==> src/sensor_ctrl_consts.svh <==
/*
  Constants of the sensor control register bank: serial ids, register offsets,
  reset values, writable-bit masks and frame timing counts.
  Assumes it is included once per compilation unit by its bare name.
*/
`ifndef SENSOR_CTRL_CONSTS_SVH
`define SENSOR_CTRL_CONSTS_SVH

// ==================================================
// serial bus identities
`define SCCB_WR_ID 8'h60
`define SCCB_RD_ID 8'h61

// ==================================================
// register offsets
`define REG_GAIN_LOW 8'h00
`define REG_BLUE_GAIN 8'h01
`define REG_RED_GAIN 8'h02
`define REG_VWIN_LOW 8'h03
`define REG_ROW_SKIP 8'h04
`define REG_BLUE_AVG 8'h05
`define REG_GB_Y_AVG 8'h06
`define REG_GR_AVG 8'h07
`define REG_RED_AVG 8'h08
`define REG_SLEEP_DRV 8'h09
`define REG_PID_HIGH 8'h0a

// ==================================================
// reset values and writable masks
`define RST_GAIN_LOW 8'h00
`define RST_CH_GAIN 8'h80
`define RST_VWIN_LOW 8'h12
`define RST_ROW_SKIP 8'h00
`define RST_AVG 8'h00
`define RST_SLEEP_DRV 8'h01
// arbitrary identity value
`define PID_HIGH_VAL 8'h5a
`define ROW_SKIP_WMASK 8'h4f
`define SLEEP_DRV_WMASK 8'h13

// ==================================================
// field positions
`define SKIP_HI 3
`define SKIP_LO 2
`define SLEEP_BIT 4

// ==================================================
// frame timing in pixel periods and lines
`define SXGA_LINE_TP 11'd1520
`define SXGA_COLS 11'd1280
`define SXGA_LINES 11'd1050
`define SXGA_ROWS 11'd1024
`define VGA_LINE_TP 11'd800
`define VGA_COLS 11'd640
`define VGA_LINES 11'd500
`define VGA_ROWS 11'd480
`define VSYNC_LINES 11'd4
`define FIRST_ROW_LINE 11'd8

`endif

==> src/sensor_ctrl_pkg.sv <==
/*
  Types of the sensor control register bank: serial states, register set,
  output carriers and the module state record.
  Assumes nothing beyond a SystemVerilog compiler.
*/
package sensor_ctrl_pkg;

    // ==================================================
    // serial slave states
    typedef enum logic [3:0] {
        st_idle, st_id, st_id_ack, st_sub, st_sub_ack,
        st_wdata, st_wdata_ack, st_rdata, st_rack
    } sccb_state_e;

    // ==================================================
    // register set
    typedef struct packed {
        logic [7:0] gain_low_byte;
        logic [7:0] blue_channel_gain;
        logic [7:0] red_channel_gain;
        logic [7:0] vertical_window_low_bits;
        logic [7:0] row_skip_format_ctrl;
        logic [7:0] blue_u_average;
        logic [7:0] green_b_y_average;
        logic [7:0] green_r_average;
        logic [7:0] red_v_average;
        logic [7:0] sleep_drive_ctrl;
    } regs_s;

    // ==================================================
    // output carriers
    typedef struct packed {
        logic frame_sync;
        logic line_valid;
        logic pix_valid;
        logic [9:0] data;
    } pix_out_s;

    typedef struct packed {
        logic [9:0] gain_word;
        logic [7:0] blue_gain;
        logic [7:0] red_gain;
        logic [1:0] exposure_low;
        logic [2:0] vend_low;
        logic [2:0] vstart_low;
        logic ccir656_en;
        logic sleep;
        logic [2:0] drive_mult;
    } ctrl_out_s;

    // ==================================================
    // whole module state
    typedef struct packed {
        logic scl_m;
        logic scl_s;
        logic scl_p;
        logic sda_m;
        logic sda_s;
        logic sda_p;
        sccb_state_e st;
        logic [3:0] cnt;
        logic [7:0] shift;
        logic [7:0] sub;
        logic rd;
        logic nack;
        logic oe;
        regs_s regs;
        logic half;
        logic [10:0] col;
        logic [10:0] line;
        pix_out_s pix;
    } state_s;

endpackage : sensor_ctrl_pkg

==> src/sensor_ctrl_regs_frame_out.sv <==
/*
  Sensor control register bank behind a two-wire serial control slave, plus
  the output pixel-stream framer for full-resolution and VGA sizes.
  Assumes sio_c/sio_d come from pins (resynchronised here), and that fmt_raw,
  size_vga and pix_in come from sensor logic on sys_clk.
*/
// Behaviour
// - answer serial bus at write id 0x60 and read id 0x61.
// - single-bit controls: stored one enables, stored zero disables.
// - ten-bit gain word from register 0x00 plus window register bits 7:6.
// - blue and red gains are eight-bit read/write, reset 0x80.
// - row-skip field gates line_valid per skip mode and data format.
// - row-skip register bits 1:0 are exposure word low bits.
// - average registers refresh automatically per output format.
// - sleep bit set enters soft sleep, cleared resumes.
// - drive bits select 1x, 2x, 2x, 4x; register resets 0x01.
// - offset 0x0a is read-only identity high byte; writes ignored.
// - pixel period is one clock for raw, two for YUV/RGB.
// - full resolution gives rows 0..1023, pixels 0..1279 under line_valid.
// - VGA gives rows 0..479, pixels 0..639 under line_valid.
`timescale 1ns/1ps
`include "sensor_ctrl_consts.svh"

module sensor_ctrl_regs_frame_out
    import sensor_ctrl_pkg::*;
(
    input wire logic sys_clk,
    input wire logic rst,
    input wire logic sio_c,
    input wire logic sio_d_i,
    output logic sio_d_o,
    output logic sio_d_oe,
    input wire logic fmt_raw,
    input wire logic size_vga,
    input wire logic [9:0] pix_in,
    output pix_out_s pix,
    output ctrl_out_s ctrl
);

    // ==================================================
    // helpers
    function automatic logic [7:0] reg_read(input regs_s r, input logic [7:0] a);
        logic [7:0] v;
        v = 8'h00;
        if (a == `REG_GAIN_LOW) begin
            v = r.gain_low_byte;
        end else if (a == `REG_BLUE_GAIN) begin
            v = r.blue_channel_gain;
        end else if (a == `REG_RED_GAIN) begin
            v = r.red_channel_gain;
        end else if (a == `REG_VWIN_LOW) begin
            v = r.vertical_window_low_bits;
        end else if (a == `REG_ROW_SKIP) begin
            v = r.row_skip_format_ctrl & `ROW_SKIP_WMASK;
        end else if (a == `REG_BLUE_AVG) begin
            v = r.blue_u_average;
        end else if (a == `REG_GB_Y_AVG) begin
            v = r.green_b_y_average;
        end else if (a == `REG_GR_AVG) begin
            v = r.green_r_average;
        end else if (a == `REG_RED_AVG) begin
            v = r.red_v_average;
        end else if (a == `REG_SLEEP_DRV) begin
            v = r.sleep_drive_ctrl & `SLEEP_DRV_WMASK;
        end else if (a == `REG_PID_HIGH) begin
            v = `PID_HIGH_VAL;
        end
        return v;
    endfunction : reg_read

    // slow running average: one sixteenth of the error per sample
    function automatic logic [7:0] avg_step(input logic [7:0] avg, input logic [7:0] px);
        logic signed [9:0] d;
        d = $signed({2'b00, px}) - $signed({2'b00, avg});
        return avg + 8'(d >>> 4);
    endfunction : avg_step

    function automatic logic row_kept(input logic [1:0] skip, input logic raw, input logic [10:0] row);
        logic k;
        k = 1'b1;
        if (skip == 2'b01) begin
            k = raw ? ~row[1] : ~row[0];
        end else if (skip[1]) begin
            k = raw ? (row[2:1] == 2'b00) : (row[1:0] == 2'b00);
        end
        return k;
    endfunction : row_kept

    // ==================================================
    // state
    state_s s_r;
    state_s s_nxt;

    logic scl_rise;
    logic scl_fall;
    logic bus_start;
    logic bus_stop;
    logic sleep;
    logic tick;
    logic [10:0] line_len;
    logic [10:0] cols;
    logic [10:0] lines;
    logic [10:0] rows;
    logic [10:0] row;
    logic in_rows;
    logic lv;

    // only the second and third stages feed edge logic
    assign scl_rise = s_r.scl_s & ~s_r.scl_p;
    assign scl_fall = ~s_r.scl_s & s_r.scl_p;
    assign bus_start = s_r.scl_s & s_r.scl_p & s_r.sda_p & ~s_r.sda_s;
    assign bus_stop = s_r.scl_s & s_r.scl_p & ~s_r.sda_p & s_r.sda_s;

    assign sleep = s_r.regs.sleep_drive_ctrl[`SLEEP_BIT];
    // a raw pixel period is one clock, a YUV/RGB period is two
    assign tick = fmt_raw | s_r.half;
    assign line_len = size_vga ? `VGA_LINE_TP : `SXGA_LINE_TP;
    assign cols = size_vga ? `VGA_COLS : `SXGA_COLS;
    assign lines = size_vga ? `VGA_LINES : `SXGA_LINES;
    assign rows = size_vga ? `VGA_ROWS : `SXGA_ROWS;
    assign row = s_r.line - `FIRST_ROW_LINE;
    assign in_rows = (s_r.line >= `FIRST_ROW_LINE) && (row < rows);
    assign lv = ~sleep & in_rows & (s_r.col < cols)
        & row_kept(s_r.regs.row_skip_format_ctrl[`SKIP_HI:`SKIP_LO], fmt_raw, row);

    // ==================================================
    // next state
    always_comb begin
        logic wr;
        logic [7:0] rv;
        wr = 1'b0;
        rv = 8'h00;
        s_nxt = s_r;
        s_nxt.scl_m = sio_c;
        s_nxt.scl_s = s_r.scl_m;
        s_nxt.scl_p = s_r.scl_s;
        s_nxt.sda_m = sio_d_i;
        s_nxt.sda_s = s_r.sda_m;
        s_nxt.sda_p = s_r.sda_s;

        // serial slave; bits sampled on clock rise, driven after fall
        if (bus_start) begin
            s_nxt.st = st_id;
            s_nxt.cnt = 4'h0;
            s_nxt.oe = 1'b0;
        end else if (bus_stop) begin
            s_nxt.st = st_idle;
            s_nxt.oe = 1'b0;
        end else if (scl_rise) begin
            case (s_r.st)
                st_id, st_sub, st_wdata: begin
                    s_nxt.shift = {s_r.shift[6:0], s_r.sda_s};
                    s_nxt.cnt = s_r.cnt + 4'h1;
                end
                st_rack: begin
                    s_nxt.nack = s_r.sda_s;
                end
                default: begin
                end
            endcase
        end else if (scl_fall) begin
            case (s_r.st)
                st_id: begin
                    if (s_r.cnt == 4'h8) begin
                        if (s_r.shift == `SCCB_WR_ID) begin
                            s_nxt.rd = 1'b0;
                            s_nxt.st = st_id_ack;
                            s_nxt.oe = 1'b1;
                        end else if (s_r.shift == `SCCB_RD_ID) begin
                            s_nxt.rd = 1'b1;
                            s_nxt.st = st_id_ack;
                            s_nxt.oe = 1'b1;
                        end else begin
                            s_nxt.st = st_idle;
                        end
                    end
                end
                st_id_ack: begin
                    s_nxt.cnt = 4'h0;
                    if (s_r.rd) begin
                        rv = reg_read(s_r.regs, s_r.sub);
                        s_nxt.shift = rv;
                        s_nxt.oe = ~rv[7];
                        s_nxt.st = st_rdata;
                    end else begin
                        s_nxt.oe = 1'b0;
                        s_nxt.st = st_sub;
                    end
                end
                st_sub: begin
                    if (s_r.cnt == 4'h8) begin
                        s_nxt.sub = s_r.shift;
                        s_nxt.st = st_sub_ack;
                        s_nxt.oe = 1'b1;
                    end
                end
                st_sub_ack: begin
                    s_nxt.cnt = 4'h0;
                    s_nxt.oe = 1'b0;
                    s_nxt.st = st_wdata;
                end
                st_wdata: begin
                    if (s_r.cnt == 4'h8) begin
                        wr = 1'b1;
                        s_nxt.st = st_wdata_ack;
                        s_nxt.oe = 1'b1;
                    end
                end
                st_wdata_ack: begin
                    s_nxt.cnt = 4'h0;
                    s_nxt.oe = 1'b0;
                    s_nxt.sub = s_r.sub + 8'h01;
                    s_nxt.st = st_wdata;
                end
                st_rdata: begin
                    if (s_r.cnt == 4'h7) begin
                        s_nxt.oe = 1'b0;
                        s_nxt.st = st_rack;
                    end else begin
                        s_nxt.shift = {s_r.shift[6:0], 1'b0};
                        s_nxt.oe = ~s_r.shift[6];
                        s_nxt.cnt = s_r.cnt + 4'h1;
                    end
                end
                st_rack: begin
                    if (s_r.nack) begin
                        s_nxt.st = st_idle;
                    end else begin
                        rv = reg_read(s_r.regs, s_r.sub + 8'h01);
                        s_nxt.sub = s_r.sub + 8'h01;
                        s_nxt.shift = rv;
                        s_nxt.oe = ~rv[7];
                        s_nxt.cnt = 4'h0;
                        s_nxt.st = st_rdata;
                    end
                end
                default: begin
                end
            endcase
        end

        // frame counters clear to zero and hold there while asleep
        if (sleep) begin
            s_nxt.half = 1'b0;
            s_nxt.col = 11'h000;
            s_nxt.line = 11'h000;
        end else begin
            s_nxt.half = fmt_raw ? 1'b0 : ~s_r.half;
            if (tick) begin
                if (s_r.col == line_len - 11'h001) begin
                    s_nxt.col = 11'h000;
                    s_nxt.line = (s_r.line == lines - 11'h001) ? 11'h000 : s_r.line + 11'h001;
                end else begin
                    s_nxt.col = s_r.col + 11'h001;
                end
            end
        end
        s_nxt.pix.frame_sync = ~sleep & (s_r.line < `VSYNC_LINES);
        s_nxt.pix.line_valid = lv;
        s_nxt.pix.pix_valid = lv & tick;
        s_nxt.pix.data = lv ? pix_in : 10'h000;

        // averages track the format: raw uses the colour mosaic, yuv the U,Y,V,Y order
        if (lv & tick) begin
            if (fmt_raw) begin
                case ({row[0], s_r.col[0]})
                    2'b00: s_nxt.regs.blue_u_average = avg_step(s_r.regs.blue_u_average, pix_in[9:2]);
                    2'b01: s_nxt.regs.green_b_y_average = avg_step(s_r.regs.green_b_y_average, pix_in[9:2]);
                    2'b10: s_nxt.regs.green_r_average = avg_step(s_r.regs.green_r_average, pix_in[9:2]);
                    default: s_nxt.regs.red_v_average = avg_step(s_r.regs.red_v_average, pix_in[9:2]);
                endcase
            end else begin
                case (s_r.col[1:0])
                    2'b00: s_nxt.regs.blue_u_average = avg_step(s_r.regs.blue_u_average, pix_in[9:2]);
                    2'b10: s_nxt.regs.red_v_average = avg_step(s_r.regs.red_v_average, pix_in[9:2]);
                    default: s_nxt.regs.green_b_y_average = avg_step(s_r.regs.green_b_y_average, pix_in[9:2]);
                endcase
            end
        end

        // a host write overrides the running average in the same cycle
        if (wr) begin
            if (s_r.sub == `REG_GAIN_LOW) begin
                s_nxt.regs.gain_low_byte = s_r.shift;
            end else if (s_r.sub == `REG_BLUE_GAIN) begin
                s_nxt.regs.blue_channel_gain = s_r.shift;
            end else if (s_r.sub == `REG_RED_GAIN) begin
                s_nxt.regs.red_channel_gain = s_r.shift;
            end else if (s_r.sub == `REG_VWIN_LOW) begin
                s_nxt.regs.vertical_window_low_bits = s_r.shift;
            end else if (s_r.sub == `REG_ROW_SKIP) begin
                s_nxt.regs.row_skip_format_ctrl = s_r.shift & `ROW_SKIP_WMASK;
            end else if (s_r.sub == `REG_BLUE_AVG) begin
                s_nxt.regs.blue_u_average = s_r.shift;
            end else if (s_r.sub == `REG_GB_Y_AVG) begin
                s_nxt.regs.green_b_y_average = s_r.shift;
            end else if (s_r.sub == `REG_RED_AVG) begin
                s_nxt.regs.red_v_average = s_r.shift;
            end else if (s_r.sub == `REG_SLEEP_DRV) begin
                s_nxt.regs.sleep_drive_ctrl = s_r.shift & `SLEEP_DRV_WMASK;
            end
            // identity and green-r average are read-only, other offsets ignored
        end
    end

    // ==================================================
    // registers
    always_ff @(posedge sys_clk) begin
        if (rst) begin
            s_r <= '0;
            s_r.scl_m <= 1'b1;
            s_r.scl_s <= 1'b1;
            s_r.scl_p <= 1'b1;
            s_r.sda_m <= 1'b1;
            s_r.sda_s <= 1'b1;
            s_r.sda_p <= 1'b1;
            s_r.st <= st_idle;
            s_r.regs.gain_low_byte <= `RST_GAIN_LOW;
            s_r.regs.blue_channel_gain <= `RST_CH_GAIN;
            s_r.regs.red_channel_gain <= `RST_CH_GAIN;
            s_r.regs.vertical_window_low_bits <= `RST_VWIN_LOW;
            s_r.regs.row_skip_format_ctrl <= `RST_ROW_SKIP;
            s_r.regs.blue_u_average <= `RST_AVG;
            s_r.regs.green_b_y_average <= `RST_AVG;
            s_r.regs.green_r_average <= `RST_AVG;
            s_r.regs.red_v_average <= `RST_AVG;
            s_r.regs.sleep_drive_ctrl <= `RST_SLEEP_DRV;
        end else begin
            s_r <= s_nxt;
        end
    end

    // ==================================================
    // outputs
    assign sio_d_o = 1'b0;
    assign sio_d_oe = s_r.oe;
    assign pix = s_r.pix;
    assign ctrl.gain_word = {s_r.regs.vertical_window_low_bits[7:6], s_r.regs.gain_low_byte};
    assign ctrl.blue_gain = s_r.regs.blue_channel_gain;
    assign ctrl.red_gain = s_r.regs.red_channel_gain;
    assign ctrl.exposure_low = s_r.regs.row_skip_format_ctrl[1:0];
    assign ctrl.vend_low = s_r.regs.vertical_window_low_bits[5:3];
    assign ctrl.vstart_low = s_r.regs.vertical_window_low_bits[2:0];
    assign ctrl.ccir656_en = s_r.regs.row_skip_format_ctrl[6];
    assign ctrl.sleep = sleep;
    // drive multiplier as a plain factor: 1, 2, 2 or 4
    assign ctrl.drive_mult = (s_r.regs.sleep_drive_ctrl[1:0] == 2'b11) ? 3'h4 :
        (s_r.regs.sleep_drive_ctrl[1:0] == 2'b00) ? 3'h1 : 3'h2;

endmodule : sensor_ctrl_regs_frame_out

==> config.mk <==
export PLATFORM = sky130hd
export DESIGN_NAME = sensor_ctrl_regs_frame_out
export DESIGN_NICKNAME = d
export VERILOG_FILES = /design/src/sensor_ctrl_pkg.sv /design/src/sensor_ctrl_regs_frame_out.sv
export VERILOG_INCLUDE_DIRS = /design/src
export SDC_FILE = /design/constraint.sdc
export NUM_CORES = 1
export LEC_CHECK = 0
export ABC_AREA = 1
export BUFFER_PORTS_ARGS = -buffer_cell sky130_fd_sc_hd__buf_2
export CAP_MARGIN = 15
export CORE_MARGIN = 2
export CORE_UTILIZATION = 45
export CTS_BUF_LIST = sky130_fd_sc_hd__clkbuf_8
export DETAILED_ROUTE_END_ITERATION = 8
export MAX_ROUTING_LAYER = met4
export PLACE_DENSITY = 0.67
export SYNTH_ARGS = -nofsm -noshare
export SYNTH_HDL_FRONTEND = slang
export SYNTH_SLANG_ARGS = --single-unit
==> constraint.sdc <==
create_clock -name sys_clk -period 5.7 [get_ports sys_clk]
set_input_delay 0.285 -clock sys_clk [delete_from_list [all_inputs] [get_ports sys_clk]]
set_output_delay 0.285 -clock sys_clk [all_outputs]
set_load 0.005 [all_outputs]
## Word-level counts from Yosys, hierarchy flattened

Cells that the tools add are included.

- $add $sub $neg: 15
- Magnitude comparators: 4
- Eq/ne operators: 55
- Muxes and demuxes: 120
- Bitwise logic cells: 36
- Reduce and logical (&&, ||, !) cells: 44

Operator list:

| operator | count |
|---|---|
| $mux W8 | 46 |
| $mux W16 | 15 |
| $mux W11 | 6 |
| $eq A8 B3 Y1 const B | 8 |
| $eq A8 B4 Y1 const B | 6 |
| $pmux W8 S3 | 2 |
| $mux W22 | 2 |
| $mux W12 | 3 |
| $sub A8 B8 Y9 | 4 |
| $reduce_and A7 Y1 | 5 |
| $add A8 B8 Y8 | 4 |
| $eq A8 B2 Y1 const B | 4 |
| $mux W32 | 1 |
| $pmux W4 S7 | 1 |
| $mux W1 | 24 |
| $not A1 Y1 | 23 |
| $add A11 B1 Y11 const B | 2 |
| $eq A11 B11 Y1 | 2 |
| $lt A11 B11 Y1 | 2 |
| $sub A11 B1 Y11 const B | 2 |
| $mux W7 | 3 |
| $eq A4 B3 Y1 const B | 5 |
| $mux W20 | 1 |
| $mux W4 | 5 |
| 43 further kinds | 98 |

- Bits in registers: 141
- Input bits: 16
- Logic and storage cells: 305

## Longest topological paths before layout

- Depth in word-level cells: 25
- Depth in mapped cells: 28

## Worst setup path after synthesis

OpenSTA, ideal clock, no wires.

- Path type: register to register
- Start: reg s_r[61] in the netlist's numbering
- End: reg s_r[67] in the netlist's numbering
- Setup time: 0.119 ns
- Data arrival time: 2.966 ns
- Required time: 5.581 ns
- Slack: 2.615 ns
- Stages on the path, launching flop included: 27
- Buffers on the path: 0
- Clock period less this slack: 3.085 ns
- Path through: dfxtp_1 -> inv_1 -> ha_1 -> a21oi_1 -> o21ai_0 -> nand2_1 -> nand2_1 -> nand2_1 -> nand2_1 -> xor2_1 -> ha_1 -> a21oi_1 -> nand2_1 -> nand2_1 -> nand2_1 -> a21oi_1 -> nor2_1 -> o21ai_0 -> nand2_1 -> nand2_1 -> nand3_1 -> nand2_1 -> nand2_1 -> nand2_1 -> nand2_1 -> nand2_1 -> a21oi_1

- Word-level cells in the longest chain between the ends: 13
- Elaborated cells on any way between the ends: 14

RTL lines:

| what | line | source |
|---|---|---|
| start: declaration | sensor_ctrl_regs_frame_out.sv:91 | `state_s s_r;` |
| start signal: assignment | sensor_ctrl_regs_frame_out.sv:329 | `s_r <= s_nxt;` |
| $sub A8 B8 Y9 | sensor_ctrl_regs_frame_out.sv:74 | `d = $signed({2'b00, px}) - $signed({2'b00, avg});` |
| $add A8 B8 Y8 * | sensor_ctrl_regs_frame_out.sv:75 | `return avg + 8'(d >>> 4);` |
| $mux W8, on equally long branches | sensor_ctrl_regs_frame_out.sv:273, sensor_ctrl_regs_frame_out.sv:266 |  |
| $mux W16 * | sensor_ctrl_regs_frame_out.sv:265 | `if (fmt_raw) begin` |
| $mux W32 * | sensor_ctrl_regs_frame_out.sv:264 | `if (lv & tick) begin` |
| $mux W8 | sensor_ctrl_regs_frame_out.sv:295 | `` end else if (s_r.sub == `REG_GB_Y_AVG) begin `` |
| $mux W8 | sensor_ctrl_regs_frame_out.sv:293 | `` end else if (s_r.sub == `REG_BLUE_AVG) begin `` |
| $mux W16 | sensor_ctrl_regs_frame_out.sv:291 | `` end else if (s_r.sub == `REG_ROW_SKIP) begin `` |
| $mux W16 | sensor_ctrl_regs_frame_out.sv:289 | `` end else if (s_r.sub == `REG_VWIN_LOW) begin `` |
| $mux W16 | sensor_ctrl_regs_frame_out.sv:287 | `` end else if (s_r.sub == `REG_RED_GAIN) begin `` |
| $mux W16 | sensor_ctrl_regs_frame_out.sv:285 | `` end else if (s_r.sub == `REG_BLUE_GAIN) begin `` |
| $mux W16 | sensor_ctrl_regs_frame_out.sv:283 | `` if (s_r.sub == `REG_GAIN_LOW) begin `` |
| $mux W16 * | sensor_ctrl_regs_frame_out.sv:282 | `if (wr) begin` |

Mark *: on every way between the ends. The rest lies on a longest branch, timed or not.
A chain may end at the register's enable or synchronous reset.

## Worst setup path in the final report

Same ends and word-level chain as after synthesis.

==> results_dict.tcl <==
set metrics [dict create \
    skew_ps 9.27 \
    synthSimpleGateAreaFrac_pct 24.1 \
    max_cap_violations 0 \
    cts_buffers 17 \
    place_area_mm2 0.0115 \
    total_power_mw 2.04 \
    antenna_found_initial 0 \
    min_from "pix_in[1]" \
    synth_top_family_by_area "simple AND/OR/NAND/NOR gates" \
    period_share_pct 60.8 \
    synth_edf_count 0 \
    worstSetupStartpointType "flop" \
    finalSetupTns_ps 0 \
    crit_required_ps 6110 \
    htreeDepth 4 \
    max_freq_mhz 289 \
    synth_area_per_cell_um2 6.46 \
    finalWirelength_um 34900 \
    grt_usage_pct 27.4 \
    cts.clk_slew.worst_paths_ps 90 \
    clkPwrFrac_pct 40.5 \
    post_cts_buffers 0 \
    num_rows 57 \
    first_global_vias 10500 \
    fin_ws_ps 2240 \
    vias 11200 \
    crit_type "flop to flop" \
    power_density_mw_per_mm2 171 \
    die_x_um 162 \
    critical_path.endpoint_type "flop" \
    total_leakage_power_nw 5.57 \
    ir_drop_uv 118 \
    hold_slack_ps 16.7 \
    pre_cts_slack_ps 2260 \
    tightest_slew_ps 995 \
    synthArstFlopShare_pct 0 \
    clk_path_buf_depth 2 \
    r2r_end "s_r[67]$_SDFF_PP0_" \
    synth-seq-area-share_pct 25.0 \
    r2r_slack_ps 2240 \
    ys_seq_elements 141 \
    critPathMaxFanout 6 \
    die_h_um 162 \
    yosys_most_used_dff "dfxtp_1" \
    ys_types 60 \
    grt_overflow 0 \
    wire_per_inst_um 16.7 \
    drt_pre_antenna_iters 9 \
    rsz0062_at_grt "false" \
    cts_tree "yes" \
    switching_share_pct 29.9 \
    hold_viol 0 \
    combPwrFrac_pct 10.7 \
    hold_path_depth 3 \
    synth-compound-area-share_pct 22.6 \
    seqPwrFrac_pct 48.8 \
    ys_warn_count 0 \
    gp_congestion 0.986 \
    drc 0 \
    post-route-util_pct 48.7 \
    diodes 0 \
    grt_pass1_wl_um 55200 \
    vias_per_cell 5.38 \
    numPortBuffers 68 \
    hold_path.class "input port to flop" \
    ctsHoldBuffers 3 \
    slowest_stage "dfxtp_1" \
    dp_cells 2055 \
    clk_latency_ps 480 \
    drive_above_1_share_pct 9.00 \
    dieArea_mm2 0.0264 \
    cts_resized 0 \
    syn_to_final_growth_pct 5.54 \
    start_util_pct 46.2 \
    final_cell_count_no_fill 2090 \
    setup_viol 0 \
    internal-power_mw 1.43 \
    hpwl_um 26200 \
    min_delay_worst_endpoint "pix[1]$_SDFF_PP0_" \
    slew_headroom_pct 33.4 \
    worst_ep_arrival_time_ps 3880 \
    io_pins 70 \
    worstRegToRegCells 27 \
    fin_crit_ps 3460 \
    yosys.area_share.xor_xnor_pct 2.56 \
    drv_slew 0 \
    status "finished clean" \
    synthesis.area_mm2 0.0113 \
    slowest_delay_ps 430 \
    nNetsFinal 1854 \
    clock-sinks 141 \
    cts-root-buf "clkbuf_8" \
    p_sw_mw 0.611 \
    design_area_mm2 0.0119 \
    crit_path_frequent_cell "nand2_1" \
    drtIter0Drc 941 \
    synth_cells 1750 \
    synth_mux_area_share_pct 0.0886 \
    drtAntennaViolNets 0 \
    synthAdderAreaFrac_pct 9.68 \
    syn_nets 1851 \
    grt_max_degree 81 \
    r2r_start "s_r[61]$_SDFF_PP0_" \
    core_mm2 0.0245 \
]
-- layer usage --
metal / vias up / routed length [µm] / track usage, %
met5: - / 0 / -
met4: 0 / 1190 / 10.7
met3: 71 / 2790 / 4.86
met2: 396 / 15300 / 41.4
met1: 5075 / 15500 / 36.4
li1: 5698 / - / -
-- flip-flops by register name, indices dropped and copies added, names as in the netlist --
register / flops
sio_d_oe: 1
s_nxt: 4
ctrl: 36
pix: 13
s_r: 87
-- how the worst max path moves through the flow --
stage | startpoint | to | slack, ps | depth (start not counted)
final | s_r[61]$_SDFF_PP0_ | s_r[67]$_SDFF_PP0_ | 2240 | 27
after detailed placement | s_r[63]$_SDFF_PP0_ | s_r[67]$_SDFF_PP0_ | 2260 | 27
after CTS | s_r[63]$_SDFF_PP0_ | s_r[67]$_SDFF_PP0_ | 2230 | 27
after global routing | s_r[61]$_SDFF_PP0_ | s_r[67]$_SDFF_PP0_ | 1810 | 27
after floorplan | s_r[61]$_SDFF_PP0_ | s_r[67]$_SDFF_PP0_ | 2610 | 26
after global placement | s_r[61]$_SDFF_PP0_ | s_r[67]$_SDFF_PP0_ | 2370 | 26
-- cell usage after synthesis (13+ instances only) --
| cell | n | area [µm²] |
|---|---|---|
| a21oi_1 | 159 | 796 |
| nand3_1 | 59 | 295 |
| buf_4 | 52 | 390 |
| dfxtp_1 | 141 | 2820 |
| nand4_1 | 15 | 93.8 |
| nand2_1 | 317 | 1190 |
| xnor2_1 | 19 | 166 |
| xor2_1 | 14 | 123 |
| nor3_1 | 37 | 185 |
| inv_1 | 312 | 1170 |
| a31oi_1 | 14 | 87.6 |
| ha_1 | 81 | 1010 |
| o211ai_1 | 30 | 225 |
| clkbuf_1 | 28 | 105 |
| a211oi_1 | 18 | 135 |
| nor2_1 | 131 | 492 |
| inv_2 | 13 | 48.8 |
| o21ai_0 | 173 | 866 |
| o21ai_1 | 14 | 70.1 |
-- cell usage in the layout, fill, tap and decap left out, drive strengths merged, types with 4 or more instances in the layout --
master	n
or2	11
nor4	10
dfxtp	141
a221oi	9
nor3	43
o2111ai	4
xor2	14
clkbuf	18
nor2	140
xnor2	19
o221ai	4
a21o	4
o211ai	30
ha	81
fa	4
a31oi	14
o22ai	7
nand2	322
clkinv	9
a211oi	18
nand4	17
nor3b	5
a21oi	159
inv	333
buf	73
o21ai	189
nand3	63
-- final cells by class --
type,instances,area (µm²)
Fill cell,2560,12500
Multi-Input combinational cell,1187,6670
Tap cell,324,405
Sequential cell,141,2820
Clock inverter,14,135
Inverter,330,1240
Clock buffer,18,248
Timing Repair Buffer,76,408
-- logic make-up (layout without fill, tap and decap cells) --
| family | count (synthesis) | after routing |
|---|---|---|
| xor gates and xnor gates | 33 | 33 |
| muxes | 1 | 1 |
| AOI/OAI and AO/OA | 453 | 453 |
| adders and majority gates | 85 | 85 |
| DFF | 141 | 141 |
| and+or+nand+nor | 614 | 614 |
| buffers and inverters | 422 | 438 |
| other | 1 | 1 |
-- worst max-delay path: cells and delay by family (launching register included) --
family / cells / cell delay [ps]
DFF: 1 / 430
buffers and inverters: 1 / 120
AOI/OAI and AO/OA: 6 / 990
adders and majority gates: 2 / 580
and+or+nand+nor: 17 / 1110
xor gates and xnor gates: 1 / 150
-- power groups by stage --
stage / Clock (mW) / Combinational, mW / Sequential, mW
finish: 0.828 / 0.219 / 0.998
global route: 0.881 / 0.249 / 0.999
CTS: 0.839 / 0.217 / 0.998
detailed placement: 0 / 0.214 / 1.02
global placement: 0 / 0.211 / 1.02
floorplan: 0 / 0.162 / 1.02
Note: power is estimated with default switching activity, not from simulation.
